**src/design/spm_pkg.sv**
```systemverilog
// Purpose: Shared constants and types for the program-store sequencer
// Assumes: 8-bit register bus, 16-bit Z pointer, one 20 MHz clock
// Notes:   Lock bits read 1 when unprogrammed, 0 when programmed
package spm_pkg;

  // Register location
  localparam logic [7:0] CSR_DATA_ADDR = 8'h57;
  localparam logic [7:0] CSR_IO_OFFSET = 8'h20;
  localparam logic [7:0] CSR_IO_ADDR   = CSR_DATA_ADDR - CSR_IO_OFFSET;
  localparam logic [7:0] CSR_RESET     = 8'h00;

  // Field positions of program_store_ctrl_status
  localparam int unsigned BIT_IRQ_EN = 7;
  localparam int unsigned BIT_BUSY   = 6;
  localparam int unsigned BIT_SIG    = 5;
  localparam int unsigned BIT_REEN   = 4;
  localparam int unsigned BIT_BLB    = 3;
  localparam int unsigned BIT_WRT    = 2;
  localparam int unsigned BIT_ERS    = 1;
  localparam int unsigned BIT_EN     = 0;

  // Command patterns in bits 5:0; all but PAT_NONE are accepted
  localparam logic [5:0] PAT_SIG  = 6'h21;
  localparam logic [5:0] PAT_REEN = 6'h11;
  localparam logic [5:0] PAT_BLB  = 6'h09;
  localparam logic [5:0] PAT_WRT  = 6'h05;
  localparam logic [5:0] PAT_ERS  = 6'h03;
  localparam logic [5:0] PAT_FILL = 6'h01;
  localparam logic [5:0] PAT_NONE = 6'h00;

  // Arming windows in clock cycles
  localparam int unsigned STORE_WIN_CYC = 4;
  localparam int unsigned LOAD_WIN_CYC  = 3;

  // Lock byte
  localparam logic [7:0] LOCK_RESET     = 8'hFF;
  localparam logic [7:0] LOCK_MASK_BOOT = 8'h3F;
  localparam logic [7:0] LOCK_MASK_NONE = 8'h03;
  localparam int unsigned LB_BIT0 = 0;
  localparam int unsigned LB_BIT1 = 1;

  // Flash addressing widths
  localparam int unsigned PAGE_W = 8;
  localparam int unsigned WORD_W = 7;

  typedef enum logic [1:0]
  {
    ST_IDLE  = 2'b00,
    ST_ARMED = 2'b01,
    ST_BUSY  = 2'b10
  } seq_state_e;

  typedef struct packed
  {
    logic              buf_load;
    logic              buf_discard;
    logic              page_erase;
    logic              page_write;
    logic              lock_prog;
    logic [PAGE_W-1:0] page;
    logic [WORD_W-1:0] word;
    logic [15:0]       data;
  } flash_cmd_s;

  typedef struct packed
  {
    logic ext_prog_block;
    logic ext_verify_block;
    logic fuse_locked;
    logic bootlock_locked;
  } lock_prot_s;

endpackage : spm_pkg

```
**src/design/arm_window.sv**
```systemverilog
// Purpose: Counts an arming window of LEN cycles after a start pulse
// Assumes: Start and stop come from logic on the same clock
// Notes:   Active in the LEN cycles following the start edge
`timescale 1ns/1ps
module arm_window #(
  parameter int unsigned LEN = 4
) (
  input  wire logic sys_clk,
  input  wire logic rst,
  input  wire logic start,
  input  wire logic stop,
  output logic      active,
  output logic      expire
);

  logic [3:0] cnt_r;

  // Reload on start, drop on stop, otherwise count down
  always_ff @(posedge sys_clk)
  begin
    if (rst)
      cnt_r <= 4'h0;
    else if (start)
      cnt_r <= 4'(LEN);
    else if (stop)
      cnt_r <= 4'h0;
    else if (cnt_r != 4'h0)
      cnt_r <= cnt_r - 4'h1;
  end

  // Window flags
  assign active = (cnt_r != 4'h0);
  assign expire = (cnt_r == 4'h1) & ~start & ~stop;

endmodule : arm_window

```
**src/design/lock_bit_store.sv**
```systemverilog
// Purpose: Holds boot and memory lock bits and decodes protection
// Assumes: nv_lock carries the stored lock byte while rst is high
// Notes:   Bits only move towards programmed except on chip erase
`timescale 1ns/1ps
module lock_bit_store
  import spm_pkg::*;
#(
  parameter bit BOOT_SECTION = 1'b1
) (
  input  wire logic        sys_clk,
  input  wire logic        rst,
  input  wire logic [7:0]  nv_lock,
  input  wire logic        chip_erase,
  input  wire logic        prog_en,
  input  wire logic [7:0]  prog_data,
  output logic [7:0]       lock_r,
  output spm_pkg::lock_prot_s prot_r
);

  logic [7:0] impl_mask;
  logic       lb0_prog;
  logic       lb1_prog;

  assign impl_mask = BOOT_SECTION ? LOCK_MASK_BOOT : LOCK_MASK_NONE;
  assign lb0_prog  = ~lock_r[LB_BIT0];
  assign lb1_prog  = ~lock_r[LB_BIT1];

  // Lock byte: reload stored value, erase only by chip erase
  always_ff @(posedge sys_clk)
  begin
    if (rst)
      lock_r <= nv_lock | ~impl_mask;
    else if (chip_erase)
      lock_r <= LOCK_RESET;
    else if (prog_en)
      lock_r <= lock_r & (prog_data | ~impl_mask);
  end

  // Protection modes 1, 2 and 3 from the memory lock pair
  always_ff @(posedge sys_clk)
  begin
    if (rst)
      prot_r <= '0;
    else
    begin
      prot_r.ext_prog_block   <= lb0_prog | lb1_prog;
      prot_r.fuse_locked      <= lb0_prog | lb1_prog;
      prot_r.ext_verify_block <= lb0_prog & lb1_prog;
      prot_r.bootlock_locked  <= lb0_prog & lb1_prog;
    end
  end
endmodule : lock_bit_store

```
**src/design/self_program_store_control.sv**
```systemverilog
// Purpose: Control and status register and sequencer for flash self-programming
// Assumes: CPU strobes store_instr and load_instr for one cycle; flash_done
//          pulses when the array finishes an erase or write
// Notes:   Register reads answer one cycle after the read strobe
// Notes on behaviour
// - Register answers at data address 0x57 and I/O address 0x37.
// - Ready interrupt requested while enable, global flag set and store enable clear.
// - Erase or write to readable section sets busy flag, blocking reads.
// - Busy flag clears on re-enable command or on a buffer load.
// - Signature read: load returns signature byte; store does nothing.
// - Re-enable makes readable section accessible; refused while programming runs.
// - Writing re-enable during buffer filling discards the buffered data.
// - Lock write programs lock bits from R0, then self-clears.
// - Lock write armed: load returns lock or fuse byte by Z bit 0.
// - Page write writes buffer to page from upper Z bits, then clears.
// - Page write to non-readable section halts the CPU throughout.
// - Page erase erases page from upper Z bits, then clears.
// - Store enable alone: store loads R1:R0 into buffer at Z word.
// - Store enable arms four cycles, clears after use, holds during programming.
// - Other patterns in the lower control bits have no effect.
// - Lock bits read one unprogrammed, zero programmed, default unprogrammed.
// - Only chip erase returns lock bits to unprogrammed.
// - Without boot section, store works only with self-programming fuse programmed.
// - Lock mode 1 applies no protection.
// - Lock mode 2 refuses external programming and locks fuses.
// - Lock mode 3 also refuses verification and locks boot lock bits.
`timescale 1ns/1ps
module self_program_store_control
  import spm_pkg::*;
#(
  parameter bit                BOOT_SECTION    = 1'b1,
  parameter int unsigned       Z_PAGE_LSB      = 6,
  parameter logic [PAGE_W-1:0] HALT_FIRST_PAGE = 8'h60
) (
  input  wire logic                sys_clk,
  input  wire logic                rst,
  input  wire logic [7:0]          io_addr,
  input  wire logic                io_space,
  input  wire logic                io_wr,
  input  wire logic                io_rd,
  input  wire logic [7:0]          io_wdata,
  output logic [7:0]               io_rdata_r,
  input  wire logic                store_instr,
  input  wire logic                load_instr,
  input  wire logic [15:0]         z_ptr,
  input  wire logic [7:0]          r0,
  input  wire logic [7:0]          r1,
  input  wire logic                global_irq_flag,
  input  wire logic                self_programming_fuse,
  input  wire logic [7:0]          fuse_low_byte,
  input  wire logic [7:0]          sig_row_byte,
  input  wire logic [7:0]          nv_lock,
  input  wire logic                chip_erase,
  input  wire logic                flash_done,
  output logic                     irq_req_r,
  output logic                     section_busy_flag_r,
  output logic                     cpu_halt_r,
  output logic [7:0]               load_data_r,
  output logic                     load_valid_r,
  output spm_pkg::flash_cmd_s      flash_cmd_r,
  output logic [7:0]               lock_bits_r,
  output spm_pkg::lock_prot_s      lock_prot_r
);

  seq_state_e        state_r;
  seq_state_e        state_nxt;
  logic [5:0]        mode_r;
  logic [5:0]        mode_nxt;
  logic              irq_en_r;
  logic              busy_nxt;
  logic              halt_nxt;
  logic              buf_dirty_r;
  logic              reg_hit;
  logic              csr_wr;
  logic              pat_ok;
  logic              write_ok;
  logic              armed;
  logic              store_hit;
  logic              load_hit;
  logic              spm_allowed;
  logic              fill_hit;
  logic              reen_hit;
  logic              blb_hit;
  logic              ers_hit;
  logic              wrt_hit;
  logic              op_start;
  logic              discard;
  logic              to_halt_sec;
  logic              st_act;
  logic              st_exp;
  logic              ld_act;
  logic [7:0]        csr_val;
  logic [7:0]        load_sel;
  logic [15:0]       word_mask;
  logic [PAGE_W-1:0] z_page;
  logic [WORD_W-1:0] z_word;
  flash_cmd_s        cmd_nxt;

  // Address decode for both addressing styles
  assign reg_hit = io_space ? (io_addr == CSR_IO_ADDR)
                            : (io_addr == CSR_DATA_ADDR);
  assign csr_wr  = io_wr & reg_hit;

  // Only the listed command patterns arm the sequencer
  assign pat_ok   = io_wdata[5:0] inside {PAT_SIG, PAT_REEN, PAT_BLB,
                                          PAT_WRT, PAT_ERS, PAT_FILL};
  assign write_ok = csr_wr & pat_ok & (state_r != ST_BUSY);

  // Instruction qualification inside the arming windows
  assign armed       = (state_r == ST_ARMED);
  assign store_hit   = store_instr & armed & st_act;
  assign load_hit    = load_instr & armed & ld_act
                     & (mode_r[BIT_SIG] | mode_r[BIT_BLB]);
  assign spm_allowed = BOOT_SECTION | ~self_programming_fuse;
  assign fill_hit    = store_hit & spm_allowed & (mode_r == PAT_FILL);
  assign reen_hit    = store_hit & spm_allowed & (mode_r == PAT_REEN);
  assign blb_hit     = store_hit & spm_allowed & (mode_r == PAT_BLB);
  assign ers_hit     = store_hit & spm_allowed & (mode_r == PAT_ERS);
  assign wrt_hit     = store_hit & spm_allowed & (mode_r == PAT_WRT);
  assign op_start    = ers_hit | wrt_hit;
  assign discard     = write_ok & io_wdata[BIT_REEN] & buf_dirty_r;

  // Page and word fields of the Z pointer; bit 0 is not used by stores
  assign word_mask = (16'h0001 << (Z_PAGE_LSB - 1)) - 16'h0001;
  assign z_page    = PAGE_W'(z_ptr >> Z_PAGE_LSB);
  assign z_word    = WORD_W'((z_ptr >> 1) & word_mask);
  assign to_halt_sec = (z_page >= HALT_FIRST_PAGE);

  // Register image and load-instruction data selection
  assign csr_val  = {irq_en_r, section_busy_flag_r, mode_r};
  assign load_sel = mode_r[BIT_SIG] ? sig_row_byte
                  : (z_ptr[0] ? fuse_low_byte : lock_bits_r);

  // Commands towards the flash array, all one-cycle pulses
  assign cmd_nxt.buf_load    = fill_hit;
  assign cmd_nxt.buf_discard = discard;
  assign cmd_nxt.page_erase  = ers_hit;
  assign cmd_nxt.page_write  = wrt_hit;
  assign cmd_nxt.lock_prog   = blb_hit;
  assign cmd_nxt.page        = z_page;
  assign cmd_nxt.word        = z_word;
  assign cmd_nxt.data        = {r1, r0};

  // Store window of four cycles, load window of three
  arm_window #(
    .LEN    (STORE_WIN_CYC)
  ) u_store_win (
    .sys_clk (sys_clk),
    .rst     (rst),
    .start   (write_ok),
    .stop    (store_hit),
    .active  (st_act),
    .expire  (st_exp)
  );

  arm_window #(
    .LEN    (LOAD_WIN_CYC)
  ) u_load_win (
    .sys_clk (sys_clk),
    .rst     (rst),
    .start   (write_ok),
    .stop    (store_hit),
    .active  (ld_act),
    .expire  ()
  );

  // Lock byte and protection decode
  lock_bit_store #(
    .BOOT_SECTION (BOOT_SECTION)
  ) u_lock (
    .sys_clk    (sys_clk),
    .rst        (rst),
    .nv_lock    (nv_lock),
    .chip_erase (chip_erase),
    .prog_en    (blb_hit),
    .prog_data  (r0),
    .lock_r     (lock_bits_r),
    .prot_r     (lock_prot_r)
  );

  // Sequencer: arm, run one command, hold during programming
  always_comb
  begin
    state_nxt = state_r;
    mode_nxt  = mode_r;
    unique case (state_r)
      ST_IDLE:
        if (write_ok)
        begin
          state_nxt = ST_ARMED;
          mode_nxt  = io_wdata[5:0];
        end
      ST_ARMED:
        if (op_start)
          state_nxt = ST_BUSY;
        else if (store_hit)
        begin
          state_nxt = ST_IDLE;
          mode_nxt  = PAT_NONE;
        end
        else if (write_ok)
          mode_nxt = io_wdata[5:0];
        else if (st_exp)
        begin
          state_nxt = ST_IDLE;
          mode_nxt  = PAT_NONE;
        end
      ST_BUSY:
        if (flash_done)
        begin
          state_nxt = ST_IDLE;
          mode_nxt  = PAT_NONE;
        end
      default:
      begin
        state_nxt = ST_IDLE;
        mode_nxt  = PAT_NONE;
      end
    endcase
  end

  // Busy flag: a new erase or write wins over any clear
  assign busy_nxt = (op_start & ~to_halt_sec) ? 1'b1
                  : (fill_hit | reen_hit) ? 1'b0
                  : section_busy_flag_r;

  // CPU halt for erase or write aimed at the non-readable section
  assign halt_nxt = (op_start & to_halt_sec) ? 1'b1
                  : (state_r == ST_BUSY && flash_done) ? 1'b0
                  : cpu_halt_r;

  // Sequencer and status flops
  always_ff @(posedge sys_clk)
  begin
    if (rst)
    begin
      state_r             <= ST_IDLE;
      mode_r              <= CSR_RESET[5:0];
      irq_en_r            <= CSR_RESET[BIT_IRQ_EN];
      section_busy_flag_r <= CSR_RESET[BIT_BUSY];
      cpu_halt_r          <= 1'b0;
    end
    else
    begin
      state_r             <= state_nxt;
      mode_r              <= mode_nxt;
      irq_en_r            <= csr_wr ? io_wdata[BIT_IRQ_EN] : irq_en_r;
      section_busy_flag_r <= busy_nxt;
      cpu_halt_r          <= halt_nxt;
    end
  end

  // Buffer contents tracking for discard on re-enable
  always_ff @(posedge sys_clk)
  begin
    if (rst)
      buf_dirty_r <= 1'b0;
    else if (fill_hit)
      buf_dirty_r <= 1'b1;
    else if (discard || (state_r == ST_BUSY && flash_done))
      buf_dirty_r <= 1'b0;
  end

  // Bus answers, interrupt request, load data and flash commands
  always_ff @(posedge sys_clk)
  begin
    if (rst)
    begin
      io_rdata_r   <= 8'h00;
      irq_req_r    <= 1'b0;
      load_data_r  <= 8'h00;
      load_valid_r <= 1'b0;
      flash_cmd_r  <= '0;
    end
    else
    begin
      io_rdata_r   <= (io_rd & reg_hit) ? csr_val : 8'h00;
      irq_req_r    <= irq_en_r & global_irq_flag & ~mode_r[BIT_EN];
      load_data_r  <= load_hit ? load_sel : load_data_r;
      load_valid_r <= load_hit;
      flash_cmd_r  <= cmd_nxt;
    end
  end
endmodule : self_program_store_control

```
**config.mk**
```make
export PLATFORM = sky130hd
export DESIGN_NAME = self_program_store_control
export DESIGN_NICKNAME = d
export VERILOG_FILES = /design/src/design/spm_pkg.sv /design/src/design/arm_window.sv /design/src/design/lock_bit_store.sv /design/src/design/self_program_store_control.sv
export SDC_FILE = /design/constraint.sdc
export NUM_CORES = 1
export LEC_CHECK = 0
export ABC_CLOCK_PERIOD_IN_PS = 5800
export BUFFER_PORTS_ARGS = -buffer_cell sky130_fd_sc_hd__buf_2
export CORE_ASPECT_RATIO = 0.7
export CORE_UTILIZATION = 50
export CTS_BUF_LIST = sky130_fd_sc_hd__clkbuf_16
export CTS_CLUSTER_DIAMETER = 60
export CTS_CLUSTER_SIZE = 30
export DETAILED_ROUTE_END_ITERATION = 10
export PLACE_DENSITY = 0.95
export SYNTH_ARGS = -nofsm -noshare
export SYNTH_HDL_FRONTEND = slang
export SYNTH_HIERARCHICAL = 1
export SYNTH_SLANG_ARGS = --single-unit
```
**constraint.sdc**
```tcl
create_clock -name sys_clk -period 5.8 [get_ports sys_clk]
set_input_delay 1.16 -clock sys_clk [delete_from_list [all_inputs] [get_ports sys_clk]]
set_output_delay 1.16 -clock sys_clk [all_outputs]
set_load 0.01 [all_outputs]
```
==> reports/summary.md, run 1 <==
The worst setup path is of the in2reg kind. For the number of rows in the core area, the log shows 24. STA puts the critical path data required time at 6.06 ns. Counting the fill cells in the layout gives 496. The share of total power consumed by net switching works out to 0.2586. The average instance in the mapped netlist occupies 10.18 sq um. After global routing the overflow that remains totals 0.

The final reports fail on DRC. The via count was 2693; the number of sinks driven by the clock tree was 80. The ratio of cells with drive above 1 in the final layout is 0.3725, and the post-detailed-route via-to-cell ratio is 5.015. The logs give 0.403 for the portion of total power attributed to the clock network and 0 for the antenna cell count. The congestion estimate from routability-driven global placement came to 0.8351. The logs give 7381 um for the wire length reported by the detailed router and 0 ns for the setup total negative slack. In this run the power spent charging and discharging nets is 0.3835 mW. Buffer cell driving the clock tree root: clkbuf_16.

The post-route fraction of the period consumed by the critical path was 0.5529; the maximum ir drop on the vdd rail was 0.0001999 V. The worst path needs 3.207 ns of the cycle, external delays included. The tools report the clock latency on the worst-skew pair as 0.33 ns.

The proportion of power drawn by combinational gates was 0.172. The number of setup buffers added after CTS is 0. The routed wire length per instance was 13.74 um.

The kind of end point of the critical path was a flip-flop. The floorplan core area was 6246 sq um; the maximum number of pins on one net before global-route repair was 73. The run gives 0 as the final count of hold timing violations.

After synthesis the cells add up to 3257 sq um. In this run the power density over the cells is 347.1 nW/um^2. The tightest hold path in the finished design has a slack of 0.4808 ns. Across all setup checks in the final design, the least slack found is 2.593 ns. Startpoint type of the worst setup path: an input pin.

The hold buffer count at cts is 0. TritonCTS built the clock tree. The count of nets left with antenna violations once routing finished came out at 0. The number of remaining DRC errors came out at 11.

In this run the number of H-tree levels came out at 3. The tools report the max-slew violation total from the final report as 0. The first global-routing pass estimated 11950 um of wire. Across the run, the number of max-cap violations was 0. For the initial core utilization, the log shows 0.5214. At the worst endpoint, the arrival time is 3.46 ns. Number of antenna violations at the first check in global routing: 0. The post-route standard cell area excluding fillers is 4273 sq um, and the I/O pin total is 151. The relative max-transition margin was 0.5597; the clock buffer count from CTS was 9.

After clock tree synthesis, the repair step resized 0 gates. Final layout net count: 542. Setup repair after global routing left no endpoint under its margin. The count of routing violations after the opening detailed-route iteration is 158, and the post-DP HPWL is 5526 um. The part of the total power dissipated in sequential elements is 0.424. Summed over all cells, the static leakage comes to 2.122 nW.

The die is 98.47 um wide. The via count of the first global-routing pass is 2590. The die covers 6846 sq um. For the pin with the worst max-slew slack, the measured transition is 0.6605 ns. The global-route usage over all layers was 0.2239; the count of input and output buffers was 140. For this run, the detailed router's first-pass iteration total came to 9. In this run the cell area measured after placement is 3958 sq um. The die is 69.53 um tall.

After technology mapping, the gate count stands at 320. The final number of setup-violating endpoints was 0; the layout-stage area growth over the synthesis result was 31.19%. Based on the critical path, the design can be clocked at up to 0.3119 GHz.

The Yosys step of the flow raised 6 warnings. The flow ran to the end, but the final reports show violations. Counting along the longest clock path gives a buffer depth of 2. The post-placement worst setup slack was 2.263 ns; the cell-internal power was 1.100 mW.

For the final setup skew, the log shows 0.005240 ns. Maximum fanout along the worst path: 6. Clock-pin slew was measured on the worst setup and hold paths at 0.06 ns. The type of the tightest min-delay check was reg2reg.
==> power groups by stage <==
stage	clock, mW	sequential [mW]	combinational, mW
after global placement	0	0.637	0.237
after floorplan	0	0.641	0.188
final	0.598	0.629	0.255
after detailed placement	0	0.641	0.251
after global routing	0.634	0.634	0.283
after CTS	0.608	0.629	0.255
==> placed cells by master, fill, tap and decap left out, drive strengths merged, types with 6 or more instances in the layout <==
master	instances
o21ai	11
dfxtp	74
nor3	10
a21oi	12
mux2i	25
edfxtp	6
clkbuf	9
nor2b	36
nand2	19
buf	142
and2	12
nor2	26
inv	10
nand2b	10
==> sequential cells by signal, summed over array words and instances (netlist names), 2 cells and up <==
signal             count
u_load_win/cnt_r       4
u_lock/lock_r          6
u_lock/prot_r          2
flash_cmd_r           34
u_store_win/cnt_r      4
load_data_r            8
io_rdata_r             8
mode_r                 6
state_r                2
==> stage by stage <==
step             util  std cells  total power [mW]
2_1_floorplan       -        322            0.8289
3_3_place_gp   0.6336        522            0.8743
3_5_place_dp   0.6336        522            0.8918
4_1_cts        0.6841        537             1.492
5_1_grt        0.6841        537             1.552
6_report       0.6841        537             1.483
==> layout make-up <==
type	count	area, sq um	area share
Sequential cell	80	1662	0.3889
Multi-Input combinational cell	216	1460	0.3417
Timing Repair Buffer	142	715.7	0.1675
Clock buffer	9	225.2	0.05271
Tap cell	78	97.59	0.02284
Clock inverter	6	90.09	0.02108
Inverter	6	22.52	0.005271
==> routing by layer <==
metal / global-route usage / vias to the layer above / share of wire
met1: 0.2784 / 1229 / 0.46
met2: 0.3787 / 103 / 0.46
met5: 0 / - / 0
li1: - / 1352 / -
met3: 0.06452 / 9 / 0.069
met4: 0.06633 / 0 / 0.011
==> path summary, 6_finish.rpt <==
| path | from | end | slack [ns] | cells past startpoint |
|---|---|---|---|---|
| worst max register to register | u_store_win/cnt_r[0] | u_lock/lock_r[1] | 3.27 | 7 |
| worst min-delay path | section_busy_flag_r | section_busy_flag_r | 0.48 | 2 |
| worst min register to register | section_busy_flag_r | section_busy_flag_r | 0.48 | 2 |
| worst max-delay path | io_wdata[4] | mode_r[2] | 2.59 | 9 |
==> critical path: stages <==
cell and delay, ns:
buf_2 0.13, maj3_1 0.35, o31ai_1 0.29, and3_2 0.32, and2_1 0.23, nor3_1 0.08
o21a_1 0.22, o311ai_4 0.43, mux2i_1 0.24
No activity file was read; power rests on OpenSTA's default activity.
==> run 2: changes to the inputs <==
--- a/config.mk
+++ b/config.mk
@@ -5,15 +5,15 @@
 export SDC_FILE = /design/constraint.sdc
 export NUM_CORES = 1
 export LEC_CHECK = 0
-export ABC_CLOCK_PERIOD_IN_PS = 5800
+export ABC_CLOCK_PERIOD_IN_PS = 2740
 export BUFFER_PORTS_ARGS = -buffer_cell sky130_fd_sc_hd__buf_2
 export CORE_ASPECT_RATIO = 0.7
-export CORE_UTILIZATION = 50
+export CORE_UTILIZATION = 42
 export CTS_BUF_LIST = sky130_fd_sc_hd__clkbuf_16
 export CTS_CLUSTER_DIAMETER = 60
 export CTS_CLUSTER_SIZE = 30
 export DETAILED_ROUTE_END_ITERATION = 10
-export PLACE_DENSITY = 0.95
+export PLACE_DENSITY = 0.86
 export SYNTH_ARGS = -nofsm -noshare
 export SYNTH_HDL_FRONTEND = slang
 export SYNTH_HIERARCHICAL = 1
==> constraint.sdc (replaced) <==
create_clock -name sys_clk -period 2.74 [get_ports sys_clk]
set_input_delay 0.548 -clock sys_clk [delete_from_list [all_inputs] [get_ports sys_clk]]
set_output_delay 0.548 -clock sys_clk [all_outputs]
set_load 0.01 [all_outputs]
==> run 2 against run 1 <==
Compared with the run above: sequential power grew 110%; largest cell class unchanged; total power grew 100%; utilization shrank 10 points; cell count grew 4.3%; via count grew 1.4%; the run now ends clean; register-to-register slack lost 3.0 ns; critical path depth shrank 1; clock skew grew 0.00058 ns; global-route usage shrank 3.7 points; clock power grew 92%.
==> reports/summary.md, run 2 (synthesized netlist as in run 1, its figures left out) <==
The count of routing violations after the opening detailed-route iteration is 130 (was 158). Setup repair after global routing left no endpoint under its margin. For the final count of hold timing violations, the log shows 0 (unchanged). The tools report the clock latency on the worst-skew pair as 0.32 ns (was 0.33 ns). The number of flip-flops in the largest register works out to 34 (unchanged). The tools report the setup total negative slack as 0 ns (unchanged). The area of placed instances was 3998 sq um (was 3958 sq um); the worst-case reg-to-reg path depth was 8 (was 7).

The max-slew violation total from the final report is 0 (unchanged), and the area of all sequential standard cells is 1662 sq um (unchanged). The post-DP HPWL was 5843 um (was 5526 um); the post-detailed-route via-to-cell ratio was 4.877 (was 5.015). Maximum ir drop on the vdd rail: 0.0003510 V (was 0.0001999 V). The global-route usage over all layers is 0.1867 (was 0.2239), and the count of input and output buffers is 140 (unchanged).

The tools report the area enclosed by the die boundary as 8116 sq um (was 6846 sq um). Largest registers: flash_cmd_r (34), io_rdata_r (8), load_data_r (8) (unchanged). The run gives 80 (unchanged) as the number of sinks driven by the clock tree. The power density of the placed cells came out at 704.9 nW/um^2 (was 347.1 nW/um^2).

The most congested layer reported by global routing was met2 (unchanged). The timing startpoint of the critical path is u_store_win/cnt_r[0] (was io_wdata[4]). The tools report the hold buffer count at cts as 0 (unchanged). The buffer cell driving the clock tree root was clkbuf_16 (unchanged).

The tools report the floorplan core area as 7385 sq um (was 6246 sq um). The classification of the worst setup path was reg2reg (was in2reg). The logs give 0 (unchanged) for the count of nets left with antenna violations after detail routing and 151 (unchanged) for the I/O pin total. The initial core utilization was 0.4410 (was 0.5214); the final layout net count was 544 (was 542).

The antenna cell count is 0 (unchanged). The via count came out at 2731 (was 2693). The transition time at the pin with the least slew margin was 0.9986 ns (was 0.6605 ns).

The number of remaining DRC errors was 0 (was 11). The number of rows in the core area was 26 (was 24); the sum of internal, switching and leakage power was 3.023 mW (was 1.483 mW). The routed wire length per instance works out to 13.76 um (was 13.74 um).

The horizontal extent of the die works out to 107.3 um (was 98.47 um). The run gives 0.2370 (was 0.2784) as the met1 routing resource usage after global routing. For the post-route standard cell area excluding fillers, the log shows 4289 sq um (was 4273 sq um).

The share of the core filled with cells in the final layout is 0.5808 (was 0.6841), and the ratio of cells with drive above 1 in the final layout is 0.3723 (was 0.3725). The clock transition at the register clock pins on the worst setup and hold paths after CTS was 0.06 ns (about the same). The tools report the endpoint of the worst setup timing path as mode_r[3] (was mode_r[2]). Register name with the most flops: flash_cmd_r (unchanged). The maximum level of the CTS H-tree was 3 (unchanged). The tools report the leakage power summed over all cells as 2.120 nW (was 2.122 nW).

The maximum fanout along the worst path is 7 (was 6). The height of the chip was 75.68 um (was 69.53 um); the layout-stage area growth over the synthesis result was 31.69% (was 31.19%). The run gives 2.99 ns (was 6.06 ns) as the required time reported for the critical path endpoint. For the met3 routing resource usage after global routing, the log shows 0.07186 (was 0.06452). Most common cell after layout, fill and taps aside: buf_2 (unchanged). TritonCTS built the clock tree.

The routability congestion estimate came out at 0.7419 (was 0.8351). The count of max-cap constraint violations is 0 (unchanged). The tools report the number of buffers on the longest clock path as 2 (unchanged).

The wire length reported by the detailed router is 7703 um (was 7381 um), and the number of antenna violations at the first check in global routing is 0 (unchanged). The run finished with clean final reports. The tools report the kind of end point of the critical path as a flip-flop (unchanged). Counting I/O delays and the setup requirement, the final critical path takes 2.519 ns. The register-to-register path setup slack was 0.22 ns (was 3.27 ns); the total iterations of the first detailed-routing run was 4 (was 9). The tools report the met2 routing resource usage after global routing as 0.2939 (was 0.3787). Most frequent cells in the layout: buf_2 (140), dfxtp_1 (74), nor2b_1 (36), mux2i_1 (25), nor2_1 (25) (unchanged). The relative max-transition margin was 0.3298 (was 0.5597); the post-CTS repair timing setup buffer count was 0 (unchanged).

The worst hold margin is 0.4301 ns (was 0.4808 ns), and the final number of setup-violating endpoints is 0 (unchanged). The maximum number of pins on one net before global-route repair is 40 (was 73). For the area of the multi-input gates, the log shows 1460 sq um (unchanged). The type of the tightest min-delay check is in2reg (was reg2reg).

The data arrival time of the critical path is 2.77 ns (was 3.46 ns). The beginning of the worst register-to-register path was u_store_win/cnt_r[0] (unchanged). For the layout filler cell count, the log shows 648 (was 496). The capture instance of the worst register-to-register path is mode_r[3] (was u_lock/lock_r[1]). The startpoint type of the worst setup path is a flip-flop (was an input pin).

The post-route fraction of the period consumed by the critical path came out at 0.9192. The logs give 11500 um (was 11950 um) for the first-pass GRT wire length and 9 (unchanged) for the clock buffer count from CTS. Overall overflow remaining after global route: 0 (unchanged). The via count of the first global-routing pass is 2505 (was 2590). Static timing analysis puts the maximum clock frequency at 0.3971 GHz.

Post-cts resize count: 0 (unchanged). The run gives 0.005815 ns (was 0.005240 ns) as the final setup skew.
[run 2: metal layers]
layer | up-vias | routed length, um | part of all wire
met5 | - | 0 | 0
met2 | 127 | 3432 | 0.45
met3 | 6 | 702 | 0.091
li1 | 1363 | - | -
met1 | 1235 | 3515 | 0.46
met4 | 0 | 53 | 0.0069
[run 2: metrics by stage]
stage,setup slack [ns],std cells
4_1_cts,0.2059,560
6_report,0.2214,560
5_1_grt,0.07084,560
2_1_floorplan,0.2296,322
3_5_place_dp,0.01050,544
3_3_place_gp,0.1142,544
[run 2: critical path: stages, from the launching register on]
cell and delay, ns:
dfxtp_1 0.39, inv_1 0.06, ha_1 0.23, or3b_1 0.30, and4b_2 0.40, nand3b_4 0.12, or4_4 0.54, o311ai_4 0.16
mux2i_1 0.25
[run 2: cell type report]
class                           count  area share
Sequential cell                    80      0.3874
Multi-Input combinational cell    216      0.3404
Timing Repair Buffer              144      0.1704
Clock buffer                        9     0.05251
Tap cell                           98     0.02859
Clock inverter                      7     0.01546
Inverter                            6    0.005251
[run 2: worst min path at each step]
stage,startpoint,end,slack (ns),depth (start not counted)
6_report,r1[4],flash_cmd_r[12],0.43,2
3_3_place_gp,irq_en_r,io_rdata_r[7],0.46,1
3_5_place_dp,irq_en_r,irq_req_r,0.47,1
5_1_grt,r1[5],flash_cmd_r[13],0.42,2
4_1_cts,r1[4],flash_cmd_r[12],0.42,2
2_1_floorplan,irq_en_r,io_rdata_r[7],0.44,1
[run 2: power breakdown]
part	total, mW	leakage [nW]	switching (mW)	internal [mW]
Clock	1.15	0.144	0.451	0.698
Sequential	1.33	0.665	0.0627	1.27
Combinational	0.546	1.31	0.285	0.262
==> run 3: changes to the inputs <==
--- a/config.mk
+++ b/config.mk
@@ -14,6 +14,7 @@
 export CTS_CLUSTER_SIZE = 30
 export DETAILED_ROUTE_END_ITERATION = 10
 export PLACE_DENSITY = 0.86
+export SETUP_SLACK_MARGIN = 0.3
 export SYNTH_ARGS = -nofsm -noshare
 export SYNTH_HDL_FRONTEND = slang
 export SYNTH_HIERARCHICAL = 1
==> run 3 against run 2 <==
Compared with the run above: clock skew increased by 0.00059 ns; sequential power about the same; register-to-register slack improved by 0.20 ns; critical path depth increased by 1; utilization increased by 1.3 points; critical endpoint is now mode_r[1]; highest routed layer unchanged.
==> reports/summary.md, run 3 (synthesized netlist as in run 1, its figures left out) <==
The run gives 568 (was 560) as the number of non-filler instances in the completed layout. The cell type group with the largest total delay on the critical path is simple AND/OR/NAND/NOR gates (unchanged). Area of the multi-input gates: 1480 sq um (was 1460 sq um). The clock latency on the worst-skew pair was 0.33 ns (was 0.32 ns).

The run finished with clean final reports. Type of the tightest min-delay check: in2reg (unchanged). The logs give 0.006405 ns (was 0.005815 ns) for the final setup skew and 2730 (was 2731) for the via count. Clock transition at the register clock pins on the worst setup and hold paths after CTS: 0.06 ns (about the same).

The height of the chip is 75.68 um (unchanged), and the worst-case reg-to-reg path depth is 9 (was 8). Startpoint type of the worst setup path: a flip-flop (unchanged). Register name with the most flops: flash_cmd_r (unchanged). For the I/O pin total, the log shows 151 (unchanged). The logs give 0.42 ns (was 0.22 ns) for the register-to-register path setup slack and 0.2457 (was 0.2370) for the met1 routing resource usage after global routing. The horizontal extent of the die was 107.3 um (unchanged).

The tools report the maximum level of the CTS H-tree as 3 (unchanged). The logs give 0 (unchanged) for the final count of hold timing violations and 11530 um (was 11500 um) for the first-pass GRT wire length. The run gives 0 ns (unchanged) as the setup total negative slack. The met3 routing resource usage after global routing was 0.06330 (was 0.07186). The logs give 7553 um (was 7703 um) for the wire length reported by the detailed router and 0.7612 (was 0.7419) for the routability congestion estimate.

The ratio of cells with drive above 1 in the final layout is 0.3915 (was 0.3723). The transition time at the pin with the least slew margin works out to 0.5737 ns (was 0.9986 ns). Antenna cell count: 0 (unchanged). The routed wire length per instance was 13.30 um (was 13.76 um). The leakage power summed over all cells was 2.170 nW (was 2.120 nW).

Beginning of the worst register-to-register path: u_store_win/cnt_r[0] (unchanged). The number of rows in the core area came out at 26 (unchanged). Critical path buffer and inverter count: 2 (was 1). The run gives 1662 sq um (unchanged) as the area of all sequential standard cells.

Destination of the worst hold path: flash_cmd_r[24] (was flash_cmd_r[12]). The logs give 0.6161 (was 0.3298) for the relative max-transition margin and 550 (was 544) for the number of cells after detailed placement. The critical hold path startpoint was z_ptr[7] (was r1[4]). The layout-stage area growth over the synthesis result came out at 34.69% (was 31.69%).

For the global-route usage over all layers, the log shows 0.1867 (about the same). Most common cell after layout, fill and taps aside: buf_2 (unchanged). The logs give 5786 um (was 5843 um) for the post-DP HPWL and 552 (was 544) for the final layout net count.

Classification of the worst setup path: reg2reg (unchanged). The count of routing violations after the opening detailed-route iteration came out at 114 (was 130). For the total iterations of the first detailed-routing run, the log shows 4 (unchanged). The run gives 0.1030 ns (was 0.01050 ns) as the post-placement worst setup slack. The most congested layer reported by global routing was met2 (unchanged). The layout filler cell count came out at 622 (was 648).

The logs give 0 (unchanged) for the overall overflow remaining after global route and 0.0005672 V (was 0.0003510 V) for the maximum ir drop on the vdd rail. The tools report the met2 routing resource usage after global routing as 0.2925 (was 0.2939). The run gives 0.4410 (unchanged) as the initial core utilization. Most frequent cells in the layout: buf_2 (140), dfxtp_1 (74), nor2b_1 (36), mux2i_1 (25), nor2_1 (25) (unchanged). TritonCTS built the clock tree. The tools report the sum of internal, switching and leakage power as 3.062 mW (was 3.023 mW). Setup repair after global routing left no endpoint under its margin.

Capture instance of the worst register-to-register path: mode_r[1] (was mode_r[3]). The maximum fanout along the worst path is 6 (was 7), and the area enclosed by the die boundary is 8116 sq um (unchanged). The kind of end point of the critical path was a flip-flop (unchanged). The worst hold path stage count is 2 (unchanged). The worst-path cell with the longest stage delay was or4_4 (unchanged).

The count of max-cap constraint violations was 0 (unchanged). The share of the core filled with cells in the final layout was 0.5940 (was 0.5808). The number of sinks driven by the clock tree was 80 (unchanged). The logs give 4387 sq um (was 4289 sq um) for the post-route standard cell area excluding fillers and 0 (unchanged) for the hold buffer count at cts.

The minimum clock period was 2.316 ns (was 2.519 ns). The count of input and output buffers came out at 140 (unchanged). Number of buffers on the longest clock path: 2 (unchanged). Buffer cell driving the clock tree root: clkbuf_16 (unchanged).

The tools report the area of placed instances as 4073 sq um (was 3998 sq um). The maximum operating frequency is 0.4317 GHz (was 0.3971 GHz), and the count of nets left with antenna violations after detail routing is 0 (unchanged). The final number of setup-violating endpoints is 0 (unchanged), and the post-detailed-route via-to-cell ratio is 4.806 (was 4.877).

The worst hold margin was 0.4295 ns (was 0.4301 ns). For the number of remaining DRC errors, the log shows 0 (unchanged). Via count of the first global-routing pass: 2467 (was 2505). The run gives 7385 sq um (unchanged) as the floorplan core area. The logs give 29 (was 40) for the maximum number of pins on one net before global-route repair and 0 (unchanged) for the number of antenna violations at the first check in global routing.

The post-route fraction of the period consumed by the critical path came out at 0.8453 (was 0.9192). For the required time reported for the critical path endpoint, the log shows 3.00 ns (was 2.99 ns). The power density of the placed cells was 698.1 nW/um^2 (was 704.9 nW/um^2); the post-layout worst setup margin was 0.4238 ns (was 0.2214 ns). The number of flip-flops in the largest register is 34 (unchanged). For the clock buffer count from CTS, the log shows 9 (unchanged).

The data arrival time of the critical path is 2.57 ns (was 2.77 ns), and the stage delay of the slowest cell on the critical path is 0.54 ns (about the same). Critical Path, Cell by Cell: inv_1 > ha_1 > or3b_1 > and4b_4 > nand3b_4 > or4_4 > o311ai_4 > buf_12 > mux2i_1 (was inv_1 > ha_1 > or3b_1 > and4b_2 > nand3b_4 > or4_4 > o311ai_4 > mux2i_1). Largest registers: flash_cmd_r (34), io_rdata_r (8), load_data_r (8) (unchanged). Max-slew violation total from the final report: 0 (unchanged).
-- run 3: final cells by class --
class                           count  area share
Clock buffer                        9     0.05134
Inverter                            6    0.005134
Clock inverter                      7     0.01626
Multi-Input combinational cell    216      0.3374
Timing Repair Buffer              152      0.1831
Tap cell                           98     0.02795
Sequential cell                    80      0.3788
-- run 3: worst max path at each step --
stage,start,to,cells after the start
6_report,u_store_win/cnt_r[0],mode_r[1],9
5_1_grt,u_store_win/cnt_r[0],mode_r[0],9
3_3_place_gp,io_wdata[4],mode_r[3],10
4_1_cts,u_store_win/cnt_r[0],mode_r[1],9
3_5_place_dp,io_wdata[4],mode_r[1],10
2_1_floorplan,io_wdata[4],mode_r[0],8
-- run 3: worst reg2reg max path, stage by stage (launching register included) --
cell and delay [ns]:
dfxtp_1 0.39, inv_1 0.06, ha_1 0.23, or3b_1 0.19, and4b_4 0.29, nand3b_4 0.11, or4_4 0.54, o311ai_4 0.10
buf_12 0.16, mux2i_1 0.18
-- run 3: where the power goes --
group | total, mW | switching, mW | internal (mW)
registers | 1.33 | 0.0630 | 1.27
logic | 0.560 | 0.279 | 0.281
clock network | 1.17 | 0.467 | 0.707
-- run 3: timing repair --
item / CTS / global route
endpoints found under the setup margin: 0 / 12
gates resized for setup: 0 / 1
buffers inserted: 0 / 2
-- run 3: per-layer routing --
layer,vias up,wire (um)
met5,-,0
met4,0,70
met3,7,600
met2,117,3221
met1,1230,3661
li1,1376,-
